`src/shared/ddrmr_pkg.sv`:
```
// Function
// - Parity checking is off by default; a latency code of 001, 010 or 011 turns it on.
// - With checking on, a command executes only after passing parity.
// - Parity covers activate strobe, three shared command pins and full address.
// - Clock enable, termination control and chip select stay out of parity.
// - Register set command with select bits 20:18 equal 110 loads this register.
// - Bits 12:10 give column spacing 4 to 8 clocks; codes above 100 reserved.
// - Bit 6 picks reference range: zero 60-92%, one 45-77% of supply.
// - Bits 5:0 give the reference step, fifty settings about 0.65% apart.
// - During calibration the reference level may appear on lower data pins.
// - Column spacing down to four clocks is accepted.
// - Latency code 000 off, 001/010/011 give 4/5/6 clocks, rest reserved.
// - A parity error sets a sticky status bit cleared by register set.
// - Without persistent mode checking stops while the status bit is set.
package ddrmr_pkg;
   localparam int ADDR_W        = 18;
   localparam int MR_W          = 22;
   localparam int SEL_LSB       = 18;
   localparam logic [2:0] SEL_MR5 = 3'h5;
   localparam logic [2:0] SEL_MR6 = 3'h6;
   localparam int SPACE_LSB     = 10;
   localparam int CAL_EN_BIT    = 7;
   localparam int RANGE_BIT     = 6;
   localparam int LEVEL_LSB     = 0;
   localparam int LEVEL_MAX     = 49;
   localparam int PLAT_LSB      = 0;
   localparam int PERR_BIT      = 4;
   localparam int PERSIST_BIT   = 9;
   localparam logic [2:0] SPACE_RST = 3'h0;
   localparam logic [2:0] PLAT_RST  = 3'h0;
   localparam logic [3:0] SPACE_BASE = 4'h4;
   localparam int MAX_LAT       = 6;

   typedef struct packed {
      logic              actN;
      logic              rasN;
      logic              casN;
      logic              weN;
      logic [1:0]        bg;
      logic [1:0]        ba;
      logic [ADDR_W-1:0] addr;
   } ddrmr_cmd_t;

   typedef struct packed {
      logic [3:0] spaceClks;
      logic       calEn;
      logic       range2;
      logic [5:0] level;
      logic       levelOk;
   } ddrmr_cfg_t;
endpackage

```
`src/ddrmr_delay.sv`:
```
module ddrmr_delay
#(
   parameter int DEPTH = 6,
   parameter int W     = 29
)
(
   // Clock and reset
   input  wire logic         core_clk,
   input  wire logic         rstSyncN,
   // Stream
   input  wire logic [W-1:0] din,
   input  wire logic         vin,
   output logic [DEPTH-1:0][W-1:0] dout,
   output logic [DEPTH-1:0]  vout
);
   logic [DEPTH-1:0][W-1:0] data_ff;
   logic [DEPTH-1:0]        valid_ff;
   logic [DEPTH-1:0][W-1:0] nxt_data;
   logic [DEPTH-1:0]        nxt_valid;

   // One stage would leave the shift slice empty
   if (DEPTH < 2 || W < 1)
   begin
      $error("DEPTH must be at least two and W at least one");
   end

   always_comb
   begin
      nxt_data  = {data_ff[DEPTH-2:0], din};
      nxt_valid = {valid_ff[DEPTH-2:0], vin};
   end

   always_ff @(posedge core_clk or negedge rstSyncN)
   begin
      if (!rstSyncN)
      begin
         data_ff  <= '0;
         valid_ff <= '0;
      end
      else
      begin
         data_ff  <= nxt_data;
         valid_ff <= nxt_valid;
      end
   end

   assign dout = data_ff;
   assign vout = valid_ff;
endmodule

```
`src/ddrmr_parity.sv`:
```
module ddrmr_parity
(
   // Command in
   input  wire ddrmr_pkg::ddrmr_cmd_t cmd,
   input  wire logic                  parBit,
   // Result
   output logic                       parErr
);
   assign parErr = ^{cmd, parBit};
endmodule

```
`src/ddrmr_top.sv`:
```
module ddrmr_top
(
   // Clock and reset
   input  wire logic                  core_clk,
   input  wire logic                  rst_n,
   // Command pins
   input  wire logic                  ckeIn,
   input  wire logic                  odtIn,
   input  wire logic                  csN,
   input  wire ddrmr_pkg::ddrmr_cmd_t cmdIn,
   input  wire logic                  parIn,
   // Reference level monitor
   input  wire logic [5:0]            vrefLevelMon,
   // Executed command
   output logic                       execValid,
   output ddrmr_pkg::ddrmr_cmd_t      execCmd,
   // Decoded configuration
   output ddrmr_pkg::ddrmr_cfg_t      cfgOut,
   output logic [2:0]                 parLatCode,
   output logic                       parErrStatus,
   output logic                       parCheckOn,
   output logic                       vrefOnDq,
   output logic [3:0]                 dqMonOe
);
   localparam int CW        = $bits(ddrmr_pkg::ddrmr_cmd_t);
   localparam int MAX_LAT_I = ddrmr_pkg::MAX_LAT;
   localparam int MR_W_I    = ddrmr_pkg::MR_W;

   typedef enum logic [1:0]
   {
      ST_IDLE  = 2'b00,
      ST_CHECK = 2'b01,
      ST_HOLD  = 2'b10
   } ddrmr_state_t;

   logic                 rstMeta_ff;
   logic                 rstSync_ff;
   logic                 cmdErr;
   logic                 cmdTake;
   logic [MAX_LAT_I-1:0][CW:0] pipeData;
   logic [MAX_LAT_I-1:0] pipeValid;
   logic [MAX_LAT_I-1:0] spent_ff;
   logic [MAX_LAT_I-1:0] nxt_spent;

   ddrmr_state_t         state_ff;
   ddrmr_state_t         nxt_state;
   logic [2:0]           space_ff;
   logic [2:0]           nxt_space;
   logic                 calEn_ff;
   logic                 nxt_calEn;
   logic                 range_ff;
   logic                 nxt_range;
   logic [5:0]           level_ff;
   logic [5:0]           nxt_level;
   logic [2:0]           plat_ff;
   logic [2:0]           nxt_plat;
   logic                 persist_ff;
   logic                 nxt_persist;
   logic                 perr_ff;
   logic                 nxt_perr;
   logic                 execValid_ff;
   logic                 nxt_execValid;
   ddrmr_pkg::ddrmr_cmd_t execCmd_ff;
   ddrmr_pkg::ddrmr_cmd_t nxt_execCmd;
   ddrmr_pkg::ddrmr_cfg_t cfg_ff;
   ddrmr_pkg::ddrmr_cfg_t nxt_cfg;
   logic                 checkOn_ff;
   logic                 nxt_checkOn;
   logic                 vrefOn_ff;
   logic [3:0]           dqOe_ff;
   logic [3:0]           nxt_dqOe;

   logic                 checkActive;
   logic [2:0]           latClks;
   logic                 outValid;
   logic [CW:0]          outWord;
   ddrmr_pkg::ddrmr_cmd_t outCmd;
   logic                 outErr;
   logic [MR_W_I-1:0]    opCode;
   logic                 isMrs;
   logic [2:0]           mrSel;

   // Reset release through two flops
   always_ff @(posedge core_clk or negedge rst_n)
   begin
      if (!rst_n)
      begin
         rstMeta_ff <= 1'b0;
         rstSync_ff <= 1'b0;
      end
      else
      begin
         rstMeta_ff <= 1'b1;
         rstSync_ff <= rstMeta_ff;
      end
   end

   // Clock enable, ODT and chip select are not inputs of the checker
   ddrmr_parity u_parity
   (
      .cmd    (cmdIn),
      .parBit (parIn),
      .parErr (cmdErr)
   );

   assign cmdTake = ckeIn && !csN;

   ddrmr_delay #(.DEPTH(MAX_LAT_I), .W(CW + 1)) u_delay
   (
      .core_clk (core_clk),
      .rstSyncN (rstSync_ff),
      .din      ({cmdIn, cmdErr}),
      .vin      (cmdTake),
      .dout     (pipeData),
      .vout     (pipeValid)
   );

   // Latency code to clock count; reserved codes read as off
   always_comb
   begin
      case (plat_ff)
         3'h1:    latClks = 3'h4;
         3'h2:    latClks = 3'h5;
         3'h3:    latClks = 3'h6;
         default: latClks = 3'h0;
      endcase
   end

   assign checkActive = (latClks != 3'h0) && (!perr_ff || persist_ff);

   // Tap the pipe at the latency; a latency change mid-stream may drop a command
   always_comb
   begin
      outValid = cmdTake;
      outWord  = {cmdIn, cmdErr};
      if (latClks != 3'h0)
      begin
         outValid = pipeValid[latClks - 3'h1] && !spent_ff[latClks - 3'h1];
         outWord  = pipeData[latClks - 3'h1];
      end
   end

   // Marks entries already taken, so a latency increase cannot replay a command
   always_comb
   begin
      nxt_spent = {spent_ff[MAX_LAT_I-2:0], 1'b0};
      if (latClks == 3'h0)
      begin
         nxt_spent[0] = cmdTake;
      end
      else if (latClks < 3'(MAX_LAT_I))
      begin
         nxt_spent[latClks] = pipeValid[latClks - 3'h1];
      end
   end

   always_ff @(posedge core_clk or negedge rstSync_ff)
   begin
      if (!rstSync_ff)
      begin
         spent_ff <= '0;
      end
      else
      begin
         spent_ff <= nxt_spent;
      end
   end

   assign outCmd = outWord[CW:1];
   assign outErr = outWord[0] && checkActive;
   assign opCode = {outCmd.bg, outCmd.ba, outCmd.addr[17], 3'h0, outCmd.addr[13:0]};
   assign mrSel  = opCode[ddrmr_pkg::SEL_LSB +: 3];
   // Only act/strobe pattern of a register set; relied on, not enforced beyond decode
   assign isMrs  = outValid && !outErr && outCmd.actN && !outCmd.rasN && !outCmd.casN
                   && !outCmd.weN;

   always_comb
   begin
      nxt_state     = state_ff;
      nxt_space     = space_ff;
      nxt_calEn     = calEn_ff;
      nxt_range     = range_ff;
      nxt_level     = level_ff;
      nxt_plat      = plat_ff;
      nxt_persist   = persist_ff;
      nxt_perr      = perr_ff;
      nxt_execValid = outValid && !outErr;
      nxt_execCmd   = outCmd;
      if (isMrs && mrSel == ddrmr_pkg::SEL_MR6)
      begin
         // Reserved bits 21, 17, 13, 9, 8 are simply not stored
         nxt_space = opCode[ddrmr_pkg::SPACE_LSB +: 3];
         nxt_calEn = opCode[ddrmr_pkg::CAL_EN_BIT];
         nxt_range = opCode[ddrmr_pkg::RANGE_BIT];
         nxt_level = opCode[ddrmr_pkg::LEVEL_LSB +: 6];
      end
      if (isMrs && mrSel == ddrmr_pkg::SEL_MR5)
      begin
         nxt_plat    = opCode[ddrmr_pkg::PLAT_LSB +: 3];
         nxt_persist = opCode[ddrmr_pkg::PERSIST_BIT];
         nxt_perr    = opCode[ddrmr_pkg::PERR_BIT];
      end
      if (outValid && outErr)
      begin
         nxt_perr = 1'b1;
      end
      // Armed while a latency is set, held off by a sticky error without persistent mode
      case (state_ff)
         ST_IDLE:
         begin
            if (latClks != 3'h0)
            begin
               nxt_state = ST_CHECK;
            end
         end
         ST_CHECK:
         begin
            if (perr_ff && !persist_ff)
            begin
               nxt_state = ST_HOLD;
            end
            else if (latClks == 3'h0)
            begin
               nxt_state = ST_IDLE;
            end
         end
         ST_HOLD:
         begin
            if (!perr_ff)
            begin
               nxt_state = ST_IDLE;
            end
         end
         default:
         begin
            nxt_state = ST_IDLE;
         end
      endcase
      nxt_checkOn = checkActive;
      nxt_cfg.spaceClks = (space_ff <= 3'h4) ? (ddrmr_pkg::SPACE_BASE + {1'b0, space_ff})
                          : 4'h0;
      nxt_cfg.calEn   = calEn_ff;
      nxt_cfg.range2  = range_ff;
      nxt_cfg.level   = level_ff;
      nxt_cfg.levelOk = (level_ff <= 6'(ddrmr_pkg::LEVEL_MAX));
      nxt_dqOe = calEn_ff ? 4'hF : 4'h0;
   end

   always_ff @(posedge core_clk or negedge rstSync_ff)
   begin
      if (!rstSync_ff)
      begin
         state_ff     <= ST_IDLE;
         space_ff     <= ddrmr_pkg::SPACE_RST;
         calEn_ff     <= 1'b0;
         range_ff     <= 1'b0;
         level_ff     <= 6'h00;
         plat_ff      <= ddrmr_pkg::PLAT_RST;
         persist_ff   <= 1'b0;
         perr_ff      <= 1'b0;
         execValid_ff <= 1'b0;
         execCmd_ff   <= '0;
         cfg_ff       <= '0;
         checkOn_ff   <= 1'b0;
         vrefOn_ff    <= 1'b0;
         dqOe_ff      <= 4'h0;
      end
      else
      begin
         state_ff     <= nxt_state;
         space_ff     <= nxt_space;
         calEn_ff     <= nxt_calEn;
         range_ff     <= nxt_range;
         level_ff     <= nxt_level;
         plat_ff      <= nxt_plat;
         persist_ff   <= nxt_persist;
         perr_ff      <= nxt_perr;
         execValid_ff <= nxt_execValid;
         execCmd_ff   <= nxt_execCmd;
         cfg_ff       <= nxt_cfg;
         checkOn_ff   <= nxt_checkOn;
         vrefOn_ff    <= nxt_cfg.calEn;
         dqOe_ff      <= nxt_dqOe;
      end
   end

   assign execValid    = execValid_ff;
   assign execCmd      = execCmd_ff;
   assign cfgOut       = cfg_ff;
   assign parLatCode   = plat_ff;
   assign parErrStatus = perr_ff;
   assign parCheckOn   = checkOn_ff;
   assign vrefOnDq     = vrefOn_ff;
   assign dqMonOe      = dqOe_ff;
endmodule

```
`config.mk`:
```
export PLATFORM = sky130hd
export DESIGN_NAME = ddrmr_top
export DESIGN_NICKNAME = d
export VERILOG_FILES = /design/src/shared/ddrmr_pkg.sv /design/src/ddrmr_delay.sv /design/src/ddrmr_parity.sv /design/src/ddrmr_top.sv
export SDC_FILE = /design/constraint.sdc
export NUM_CORES = 1
export LEC_CHECK = 0
export BUFFER_PORTS_ARGS = -buffer_cell sky130_fd_sc_hd__buf_2
export CAP_MARGIN = 20
export CORE_UTILIZATION = 30
export CTS_CLUSTER_SIZE = 28
export DETAILED_ROUTE_END_ITERATION = 12
export PLACE_DENSITY = 0.43
export SLEW_MARGIN = 20
export SYNTH_ARGS = -nofsm -noshare
export SYNTH_HDL_FRONTEND = slang
export SYNTH_SLANG_ARGS = --single-unit
```
`constraint.sdc`:
```
create_clock -name core_clk -period 13.1 [get_ports core_clk]
set_input_delay 0.655 -clock core_clk [delete_from_list [all_inputs] [get_ports core_clk]]
set_output_delay 0.655 -clock core_clk [all_outputs]
set_load 0.05 [all_outputs]
```
==> results of run 1 <==
## kinds of logic after synthesis
kind of cell	share of synthesized area, %
AO/OA/AOI/OAI	5.77
buffers and inverters	2.27
other	0.0497
AND/OR/NAND/NOR	4.77
multiplexers	6.88
XOR/XNOR	3.02
flip-flops	77.2
## power by group
group          total (mW)  switching, mW  internal, mW
logic               0.214          0.153        0.0614
clock network       0.687          0.271         0.416
registers           0.806         0.0266         0.779
total                1.71          0.451          1.26
## cell usage in the layout (no fill, tap or decap), types with 2 or more instances in the layout
master                      count
sky130_fd_sc_hd__dfrtp_1      231
sky130_fd_sc_hd__mux2i_1       20
sky130_fd_sc_hd__inv_1          6
sky130_fd_sc_hd__nand2_1       25
sky130_fd_sc_hd__nor3_1         2
sky130_fd_sc_hd__o21ai_0       24
sky130_fd_sc_hd__nor3b_1        2
sky130_fd_sc_hd__clkbuf_1       6
sky130_fd_sc_hd__a21oi_1       22
sky130_fd_sc_hd__buf_2         80
sky130_fd_sc_hd__xor2_1         4
sky130_fd_sc_hd__nor2_1        25
sky130_fd_sc_hd__nor2b_1        5
sky130_fd_sc_hd__a2bb2oi_1      2
sky130_fd_sc_hd__nor3b_4        2
sky130_fd_sc_hd__mux2_2        11
sky130_fd_sc_hd__buf_4          8
sky130_fd_sc_hd__xnor2_1       22
sky130_fd_sc_hd__o22ai_1        6
sky130_fd_sc_hd__clkbuf_16     26
sky130_fd_sc_hd__mux2_1         4
sky130_fd_sc_hd__a22oi_1        4
sky130_fd_sc_hd__clkinv_2       2
sky130_fd_sc_hd__mux2_4        10
sky130_fd_sc_hd__clkbuf_8       6
## state kept, by name (all words and copies together), names as in the netlist, 3 cells and up
name	flops
u_delay.dout	162
parLatCode	3
spent_ff	6
cfgOut	12
level_ff	6
space_ff	3
execCmd	26
u_delay.vout	6
## metal layers
layer	share of wire [%]	wire length [µm]	vias up
met5	0	0	-
met4	2.6	385	0
met3	5.6	835	31
met2	47	6990	90
met1	45	6780	1999
li1	-	-	1765
## worst paths after layout
path | from | endpoint
setup / recovery | parLatCode[1] | level_ff[5]
hold / removal | rstSync_ff | u_delay.dout[123]
setup reg to reg | parLatCode[1] | level_ff[5]
hold reg to reg | rstSync_ff | u_delay.dout[123]
max in group asynchronous | rstSync_ff | parLatCode[0]
min in group core_clk | cmdIn[12] | u_delay.dout[13]
## layout make-up
class | count | share of cell area, %
sequential | 233 | 64.0
multi-input combinational | 211 | 17.0
clock buffer | 38 | 8.29
timing repair buffer | 90 | 5.28
tap | 324 | 4.45
clock inverter | 5 | 0.700
inverter | 6 | 0.247
## metrics by stage
stage | area, µm² | util, % | cells
after floorplan | 7550 | - | 474
after global placement | 8280 | 33.8 | 863
after detailed placement | 8280 | 33.8 | 863
after CTS | 9110 | 37.1 | 907
after global routing | 9120 | 37.2 | 907
final | 9120 | 37.2 | 907
==> flow_summary.json, run 1 <==
{
  "cts.clk_slew.worst_paths_ns": 0.06,
  "globalplace.congestion": 0.692,
  "grt-ovfl-total": 0,
  "yosysUniqueCellTypes": 43,
  "synth_common_cells": "233 x sky130_fd_sc_hd__dfrtp_1, 25 x sky130_fd_sc_hd__nand2_1, 25 x sky130_fd_sc_hd__nor2_1, 24 x sky130_fd_sc_hd__o21ai_0",
  "clock_insertion_delay_worst_skew_ns": 0.53,
  "critical_path_rt_ns": 13.51,
  "ys.warnings.count": 0,
  "wirelength_um": 15000,
  "critPathLaunchType": "flip-flop",
  "path_max_fanout": 19,
  "post-route-period-util_pct": 23.9,
  "timing.critical_path.slowest_cell_delay_ns": 0.90,
  "critical_path.endpoint_type": "flip-flop",
  "synth_cells": 474,
  "power.static_leakage_nw": 4.10,
  "final_worst_clock_skew_ns": 0.0219,
  "io-pin-count": 88,
  "postLayoutSetupSlackWorst_ns": 9.96,
  "cell_type_group_with_the_largest_total_delay_on_the_critical_path": "buffers and inverters",
  "post_cts_resize_count": 0,
  "worst-setup-path-type": "flip-flop to flip-flop",
  "groute.usage.overall_pct": 12.1,
  "syn_area_mm2": 0.00755,
  "final-max-slew-violation-count": 0,
  "ant_nets": 0,
  "powerDensity_mw_per_mm2": 187,
  "fillers": 2376,
  "grt_antenna_before_repair": 0,
  "path_category_of_the_worst_min_delay_check": "flip-flop to async pin",
  "synth-seq-area-share_pct": 77.2,
  "hpwl_um": 9250,
  "period_minus_slack_ns": 3.14,
  "initial_core_util_pct": 30.8,
  "critPathMostFrequentCell": "sky130_fd_sc_hd__buf_4",
  "route.detailed.drc": 0,
  "share_of_the_synthesized_area_in_the_top_cell_type_pct": 77.2,
  "grt_first_pass_wirelength_um": 24100,
  "edff_count_synth": 0,
  "maximum_clock_frequency_mhz": 319,
  "multi_input_area_mm2": 0.00155,
  "dpl_worst_slack_ns": 9.92,
  "worst_pin_slew_ns": 0.874,
  "clockBufferDepth": 3,
  "detailedRoute.firstPassIterationCount": 7,
  "cts-root-buf": "sky130_fd_sc_hd__clkbuf_16",
  "slew_headroom_pct": 41.7,
  "top_usage_layer_grt": "met2",
  "postSynth.topFlopCell": "sky130_fd_sc_hd__dfrtp_1",
  "ys_async_sr_fraction_pct": 100,
  "dr.first_iter.drc_count": 160,
  "die_y_um": 161,
  "met1_usage_pct": 16.3,
  "dieArea_mm2": 0.0258,
  "tritoncts.num_buffers": 26,
  "reg2reg_slack_ns": 9.96,
  "postCtsSetupBuffers": 0,
  "core.rowCount": 57,
  "n_antenna_cell": 0,
  "vias_per_cell": 4.28,
  "final_layout_size_suffix_gt1_share_pct": 27.3,
  "finish.net_count": 606,
  "drv_cap": 0,
  "area.sequential_mm2": 0.00584,
  "final-hold-violation-count": 0,
  "path_depth": 8,
  "cp_data_arrival_time_ns": 3.55,
  "numPortBuffers": 80,
  "clock_sink_count": 233,
  "yosysTopAreaCell": "sky130_fd_sc_hd__dfrtp_1",
  "worst_hold_slack_ns": 0.168,
  "crit_buf_inv": 3,
  "final_number_of_setup_violating_endpoints": 0,
  "slowest_stage": "sky130_fd_sc_hd__dfrtp_1",
  "most_repeated_cell_in_the_gate_level_netlist_after_synthesis": "sky130_fd_sc_hd__dfrtp_1",
  "core_area_mm2": 0.0245,
  "synth_seq_cells": 233,
  "gr-usage-met2_pct": 19.0,
  "cells_traversed_along_the_worst_timing_path": "inv_1, buf_4, o31ai_1, a211o_1, nand4_2, nor3b_2, buf_4, mux2_2",
  "grt_pass1_vias": 4302,
  "tritoncts": "built",
  "totalNegativeSetupSlack_ns": 0,
  "clock_h_tree_levels": 1,
  "status": "finished clean",
  "unrepaired_setup_endpoints_after_global_routing": "false",
  "grt_start_max_net_pins": 86,
  "postSynthNetCount": 512,
  "reg2regPathDepth": 8,
  "routed_wire_length_per_instance_um": 16.5,
  "synth_top_cells_by_area": "sky130_fd_sc_hd__dfrtp_1 77%, sky130_fd_sc_hd__mux2i_1 2.7%, sky130_fd_sc_hd__xnor2_1 2.6%",
  "grt_util_met3_pct": 3.18,
  "total_power_mw": 1.71,
  "irDropWorstVdd_uv": 91.9,
  "chipWidth_um": 161,
  "holdBufCountCts": 1,
  "area_growth_pct": 20.8,
  "dr_total_vias": 3885,
  "avgSynthCellArea_um2": 15.9
}
Note: power is estimated with default switching activity, not from simulation.
==> run 2, diff against run 1 <==
--- a/config.mk
+++ b/config.mk
@@ -10,7 +10,7 @@
 export CORE_UTILIZATION = 30
 export CTS_CLUSTER_SIZE = 28
 export DETAILED_ROUTE_END_ITERATION = 12
-export PLACE_DENSITY = 0.43
+export PLACE_DENSITY = 0.44
 export SLEW_MARGIN = 20
 export SYNTH_ARGS = -nofsm -noshare
 export SYNTH_HDL_FRONTEND = slang
==> constraint.sdc (replaced) <==
create_clock -name core_clk -period 2.6 [get_ports core_clk]
set_input_delay 0.13 -clock core_clk [delete_from_list [all_inputs] [get_ports core_clk]]
set_output_delay 0.13 -clock core_clk [all_outputs]
set_load 0.05 [all_outputs]
==> flow_summary.json, run 2 (synthesis results as in run 1) <==
{
  "powerDensity_mw_per_mm2": 909,
  "layout.cells.most_common": "sky130_fd_sc_hd__dfrtp_1",
  "grt-ovfl-total": 0,
  "routed_wire_length_per_instance_um": 15.9,
  "maximum_clock_frequency_mhz": 402,
  "numPortBuffers": 80,
  "dr_total_vias": 4062,
  "final_layout_size_suffix_gt1_share_pct": 27.4,
  "clockBufferDepth": 3,
  "final-hold-violation-count": 0,
  "clock_h_tree_levels": 1,
  "chipWidth_um": 161,
  "cp_data_arrival_time_ns": 2.88,
  "area.sequential_mm2": 0.00584,
  "totalNegativeSetupSlack_ns": 0,
  "initial_core_util_pct": 30.8,
  "area_growth_pct": 26.9,
  "final-max-slew-violation-count": 0,
  "n_antenna_cell": 0,
  "cts.clk_slew.worst_paths_ns": 0.05,
  "grt_pass1_vias": 4326,
  "post-route-cell-area_mm2": 0.00958,
  "critical_path_rt_ns": 2.99,
  "timing.critical_path.slowest_cell_delay_ns": 0.53,
  "die_y_um": 161,
  "power.static_leakage_nw": 4.31,
  "path_category_of_the_worst_min_delay_check": "input port to flip-flop",
  "multi_input_area_mm2": 0.00156,
  "cells_traversed_along_the_worst_timing_path": "mux2i_1, a311oi_1, a2111oi_4, nand4_2, nor3b_4, buf_12, mux2_2",
  "dieArea_mm2": 0.0258,
  "worst-setup-path-type": "flip-flop to flip-flop",
  "tritoncts.num_buffers": 26,
  "grt_antenna_before_repair": 0,
  "clock_sink_count": 233,
  "post-route-period-util_pct": 95.7,
  "slew_headroom_pct": 54.2,
  "clock_insertion_delay_worst_skew_ns": 0.51,
  "numPlacedInstances": 873,
  "dr.first_iter.drc_count": 176,
  "cts-root-buf": "sky130_fd_sc_hd__clkbuf_16",
  "worst_pin_slew_ns": 0.687,
  "slowest_stage": "sky130_fd_sc_hd__dfrtp_4",
  "path_max_fanout": 13,
  "fillers": 2352,
  "largest_reg_flops": 162,
  "ant_nets": 0,
  "wirelength_um": 15100,
  "irDropWorstVdd_uv": 417,
  "grt_start_max_net_pins": 61,
  "drv_cap": 0,
  "final_worst_clock_skew_ns": 0.00632,
  "fin_cells": 949,
  "io-pin-count": 88,
  "critPathLaunchType": "flip-flop",
  "vias_per_cell": 4.28,
  "status": "finished clean",
  "period_minus_slack_ns": 2.49,
  "detailedRoute.firstPassIterationCount": 4,
  "tritoncts": "built",
  "route.detailed.drc": 0,
  "globalplace.congestion": 0.827,
  "finish.net_count": 647,
  "postLayoutSetupSlackWorst_ns": 0.112,
  "critical_path.endpoint_type": "flip-flop",
  "placedInstanceArea_mm2": 0.00842,
  "final_number_of_setup_violating_endpoints": 0,
  "core_area_mm2": 0.0245,
  "dpl_worst_slack_ns": -0.0185,
  "layout_common_cells": "230 x sky130_fd_sc_hd__dfrtp_1, 80 x sky130_fd_sc_hd__buf_2, 30 x sky130_fd_sc_hd__dlygate4sd3_1",
  "groute.usage.overall_pct": 12.0,
  "grt_first_pass_wirelength_um": 24200,
  "core.rowCount": 57,
  "hpwl_um": 9590,
  "worst_hold_slack_ns": 0.0543
}
[run 2: cell count changes in the layout (fill, tap and decap cells not counted), moves of 2 or more]
| cell | previous run | this run |
|---|---|---|
| sky130_fd_sc_hd__buf_12 | 0 | 5 |
| sky130_fd_sc_hd__buf_4 | 8 | 16 |
| sky130_fd_sc_hd__clkbuf_1 | 6 | 8 |
| sky130_fd_sc_hd__dlygate4sd3_1 | 1 | 30 |
[run 2: critical path: cells and delay by family, from the launching register on]
family | cells | cell delay, ns
buf+inv | 1 | 0.19
mux | 2 | 0.69
flops | 1 | 0.53
compound gates | 2 | 0.45
simple gates | 2 | 0.49
[run 2: per-layer routing]
layer / GRT usage (%) / up-vias / wire, µm
li1: - / 1849 / -
met1: 17.0 / 2101 / 7260
met2: 18.4 / 84 / 6830
met3: 2.51 / 28 / 600
met4: 3.85 / 0 / 374
met5: 0 / - / 0
[run 2: power by group]
part / leakage, nW / switching (mW) / internal (mW)
Clock: 0.404 / 1.33 / 2.15
Combinational: 1.13 / 0.788 / 0.369
Sequential: 2.78 / 0.138 / 3.93
[run 2: final timing paths]
check / from / endpoint / slack, ns / depth (start not counted)
worst max register to register: parLatCode[0] / level_ff[5] / 0.11 / 7
worst min register to register: u_delay.dout[74] / u_delay.dout[101] / 0.34 / 0
min in group asynchronous: rstSync_ff / u_delay.dout[69] / 0.37 / 0
worst min-delay path: ckeIn / spent_ff[0] / 0.05 / 4
max in group asynchronous: rstSync_ff / parLatCode[0] / 1.44 / 1
worst max-delay path: parLatCode[0] / level_ff[5] / 0.11 / 7
[run 2: layout make-up]
cell class | count | area share [%]
flip-flops and latches | 233 | 60.9
multi-input cells | 211 | 16.3
repair buffers | 131 | 9.61
clock buffers | 41 | 8.23
well taps | 324 | 4.23
clock inverters | 3 | 0.444
inverters | 6 | 0.235
[run 2: per-stage QoR]
stage               util (%)  power, mW
floorplan                  -       4.90
global route            39.1       9.09
CTS                     38.9       8.85
detailed placement      34.3       5.27
finish                  39.1       8.71
global placement        34.3       5.26
[run 2: what timing repair did]
| action | in CTS | in global routing |
|---|---|---|
| pin swaps | 0 | 0 |
| setup endpoints to repair | 2 | 15 |
| hold endpoints to repair | 46 | 0 |
| setup buffers | 0 | 2 |
| gates resized for setup | 1 | 3 |
| hold buffers | 30 | 0 |
==> run 3, diff against run 2 <==
--- a/config.mk
+++ b/config.mk
@@ -10,7 +10,9 @@
 export CORE_UTILIZATION = 30
 export CTS_CLUSTER_SIZE = 28
 export DETAILED_ROUTE_END_ITERATION = 12
+export GPL_ROUTABILITY_DRIVEN = 0
 export PLACE_DENSITY = 0.44
+export RECOVER_POWER = 50
 export SLEW_MARGIN = 20
 export SYNTH_ARGS = -nofsm -noshare
 export SYNTH_HDL_FRONTEND = slang
==> flow_summary.json, run 3 (synthesis results as in run 1) <==
{
  "layout.cells.most_common": "sky130_fd_sc_hd__dfrtp_1",
  "initial_core_util_pct": 30.8,
  "worst-setup-path-type": "flip-flop to flip-flop",
  "hold_path_depth": 4,
  "dr_total_vias": 4074,
  "layout_common_cells": "231 x sky130_fd_sc_hd__dfrtp_1, 54 x sky130_fd_sc_hd__buf_2, 35 x sky130_fd_sc_hd__clkbuf_1",
  "core_area_mm2": 0.0245,
  "cts.clk_slew.worst_paths_ns": 0.05,
  "tritoncts.num_buffers": 26,
  "vias_per_cell": 4.29,
  "drv_cap": 1,
  "critPathLaunchType": "flip-flop",
  "reg2reg_slack_ns": 0.12,
  "dr.first_iter.drc_count": 185,
  "grt_start_max_net_pins": 61,
  "dieArea_mm2": 0.0258,
  "path_category_of_the_worst_min_delay_check": "input port to flip-flop",
  "final-max-slew-violation-count": 47,
  "final_layout_size_suffix_gt1_share_pct": 22.9,
  "n_antenna_cell": 0,
  "final_number_of_setup_violating_endpoints": 0,
  "clockBufferDepth": 3,
  "period_minus_slack_ns": 2.48,
  "finish.net_count": 647,
  "numPlacedInstances": 873,
  "powerDensity_mw_per_mm2": 911,
  "worst_pin_slew_ns": 2.07,
  "clock_h_tree_levels": 1,
  "clock_insertion_delay_worst_skew_ns": 0.51,
  "power.static_leakage_nw": 4.24,
  "die_y_um": 161,
  "hold-path-endpoint": "spent_ff[0]",
  "numPortBuffers": 80,
  "fin_cells": 949,
  "tritoncts": "built",
  "failed_checks": "capacitance limit, slew limit",
  "grt_first_pass_wirelength_um": 24200,
  "final_worst_clock_skew_ns": 0.00587,
  "cp_data_arrival_time_ns": 2.88,
  "final-hold-violation-count": 0,
  "worst_r2r_startpoint": "parLatCode[2]",
  "grt_pass1_vias": 4326,
  "largest_reg_flops": 162,
  "status": "finished with violations",
  "critical_path_rt_ns": 2.99,
  "grt-ovfl-total": 0,
  "path_max_fanout": 11,
  "grt_antenna_before_repair": 0,
  "reg2regPathDepth": 8,
  "clock_sink_count": 233,
  "groute.usage.overall_pct": 12.0,
  "hpwl_um": 9590,
  "worst_r2r_endpoint": "level_ff[5]",
  "maximum_clock_frequency_mhz": 402,
  "core.rowCount": 57,
  "post-route-period-util_pct": 95.6,
  "totalNegativeSetupSlack_ns": 0,
  "ant_nets": 0,
  "wirelength_um": 15000,
  "area_growth_pct": 26.4,
  "irDropWorstVdd_uv": 414,
  "slew_headroom_pct": -38.3,
  "critical_path.endpoint_type": "flip-flop",
  "route.detailed.drc": 0,
  "cts-root-buf": "sky130_fd_sc_hd__clkbuf_16",
  "hold_path_startpoint": "ckeIn",
  "routed_wire_length_per_instance_um": 15.8,
  "chipWidth_um": 161,
  "detailedRoute.firstPassIterationCount": 4,
  "io-pin-count": 88
}
-- run 3: layout make-up --
cell class	instances	area [µm²]
repair buffers	131	885
flip-flops and latches	233	5840
clock inverters	3	42.5
fillers	2366	15000
multi-input cells	211	1560
clock buffers	41	788
inverters	6	22.5
well taps	324	405
-- run 3: power by group --
group	switching, mW	total, mW	internal, mW
clock	1.32	3.48	2.15
sequential	0.138	4.07	3.93
combinational	0.788	1.15	0.363
total	2.25	8.70	6.45
-- run 3: layer usage --
layer / share of wire (%) / up-vias / track usage, %
met5: 0 / - / 0
met4: 2.5 / 0 / 3.85
met1: 48 / 2104 / 17.0
met3: 4.2 / 28 / 2.51
li1: - / 1848 / -
met2: 46 / 94 / 18.4
-- run 3: worst max path at each step --
stage | slack (ns) | from | endpoint | cells past startpoint
after floorplan | 0.02 | parLatCode[0] | calEn_ff | 8
after global placement | 0.07 | parLatCode[0] | level_ff[5] | 7
after detailed placement | -0.02 | parLatCode[2] | level_ff[5] | 8
after CTS | 0.03 | parLatCode[0] | level_ff[5] | 7
after global routing | -0.02 | parLatCode[0] | level_ff[5] | 8
final | 0.12 | parLatCode[2] | level_ff[5] | 8
-- run 3: timing repair --
item / 4_1_cts / 5_1_grt
hold buffers: 30 / 0
setup buffers: 0 / 2
endpoints found under the setup margin: 2 / 15
pin swaps: 0 / 0
gates resized for setup: 1 / 3
endpoints found under the hold margin: 46 / 0
cloned: 0 / 0
-- run 3: stage by stage --
stage	worst slack, ns	hold slack [ns]	total power [mW]	cell area, µm²	utilization, %
after CTS	0.0265	0.0454	8.85	9550	38.9
after floorplan	0.0172	-0.166	4.90	7550	-
after global placement	0.0682	-0.0834	5.26	8420	34.3
final	0.115	0.0551	8.70	9540	38.9
after detailed placement	-0.0185	-0.0801	5.27	8420	34.3
after global routing	-0.0179	0.0875	9.08	9540	38.9
-- run 3: worst max-delay path, cell delays in order, from the launching register on --
cell and delay, ns:
sky130_fd_sc_hd__dfrtp_2 0.49, sky130_fd_sc_hd__buf_4 0.18, sky130_fd_sc_hd__nor4b_2 0.29, sky130_fd_sc_hd__a311oi_1 0.11, sky130_fd_sc_hd__a2111oi_4 0.26, sky130_fd_sc_hd__nand4_2 0.22
sky130_fd_sc_hd__nor3b_4 0.27, sky130_fd_sc_hd__buf_12 0.19, sky130_fd_sc_hd__mux2_2 0.34
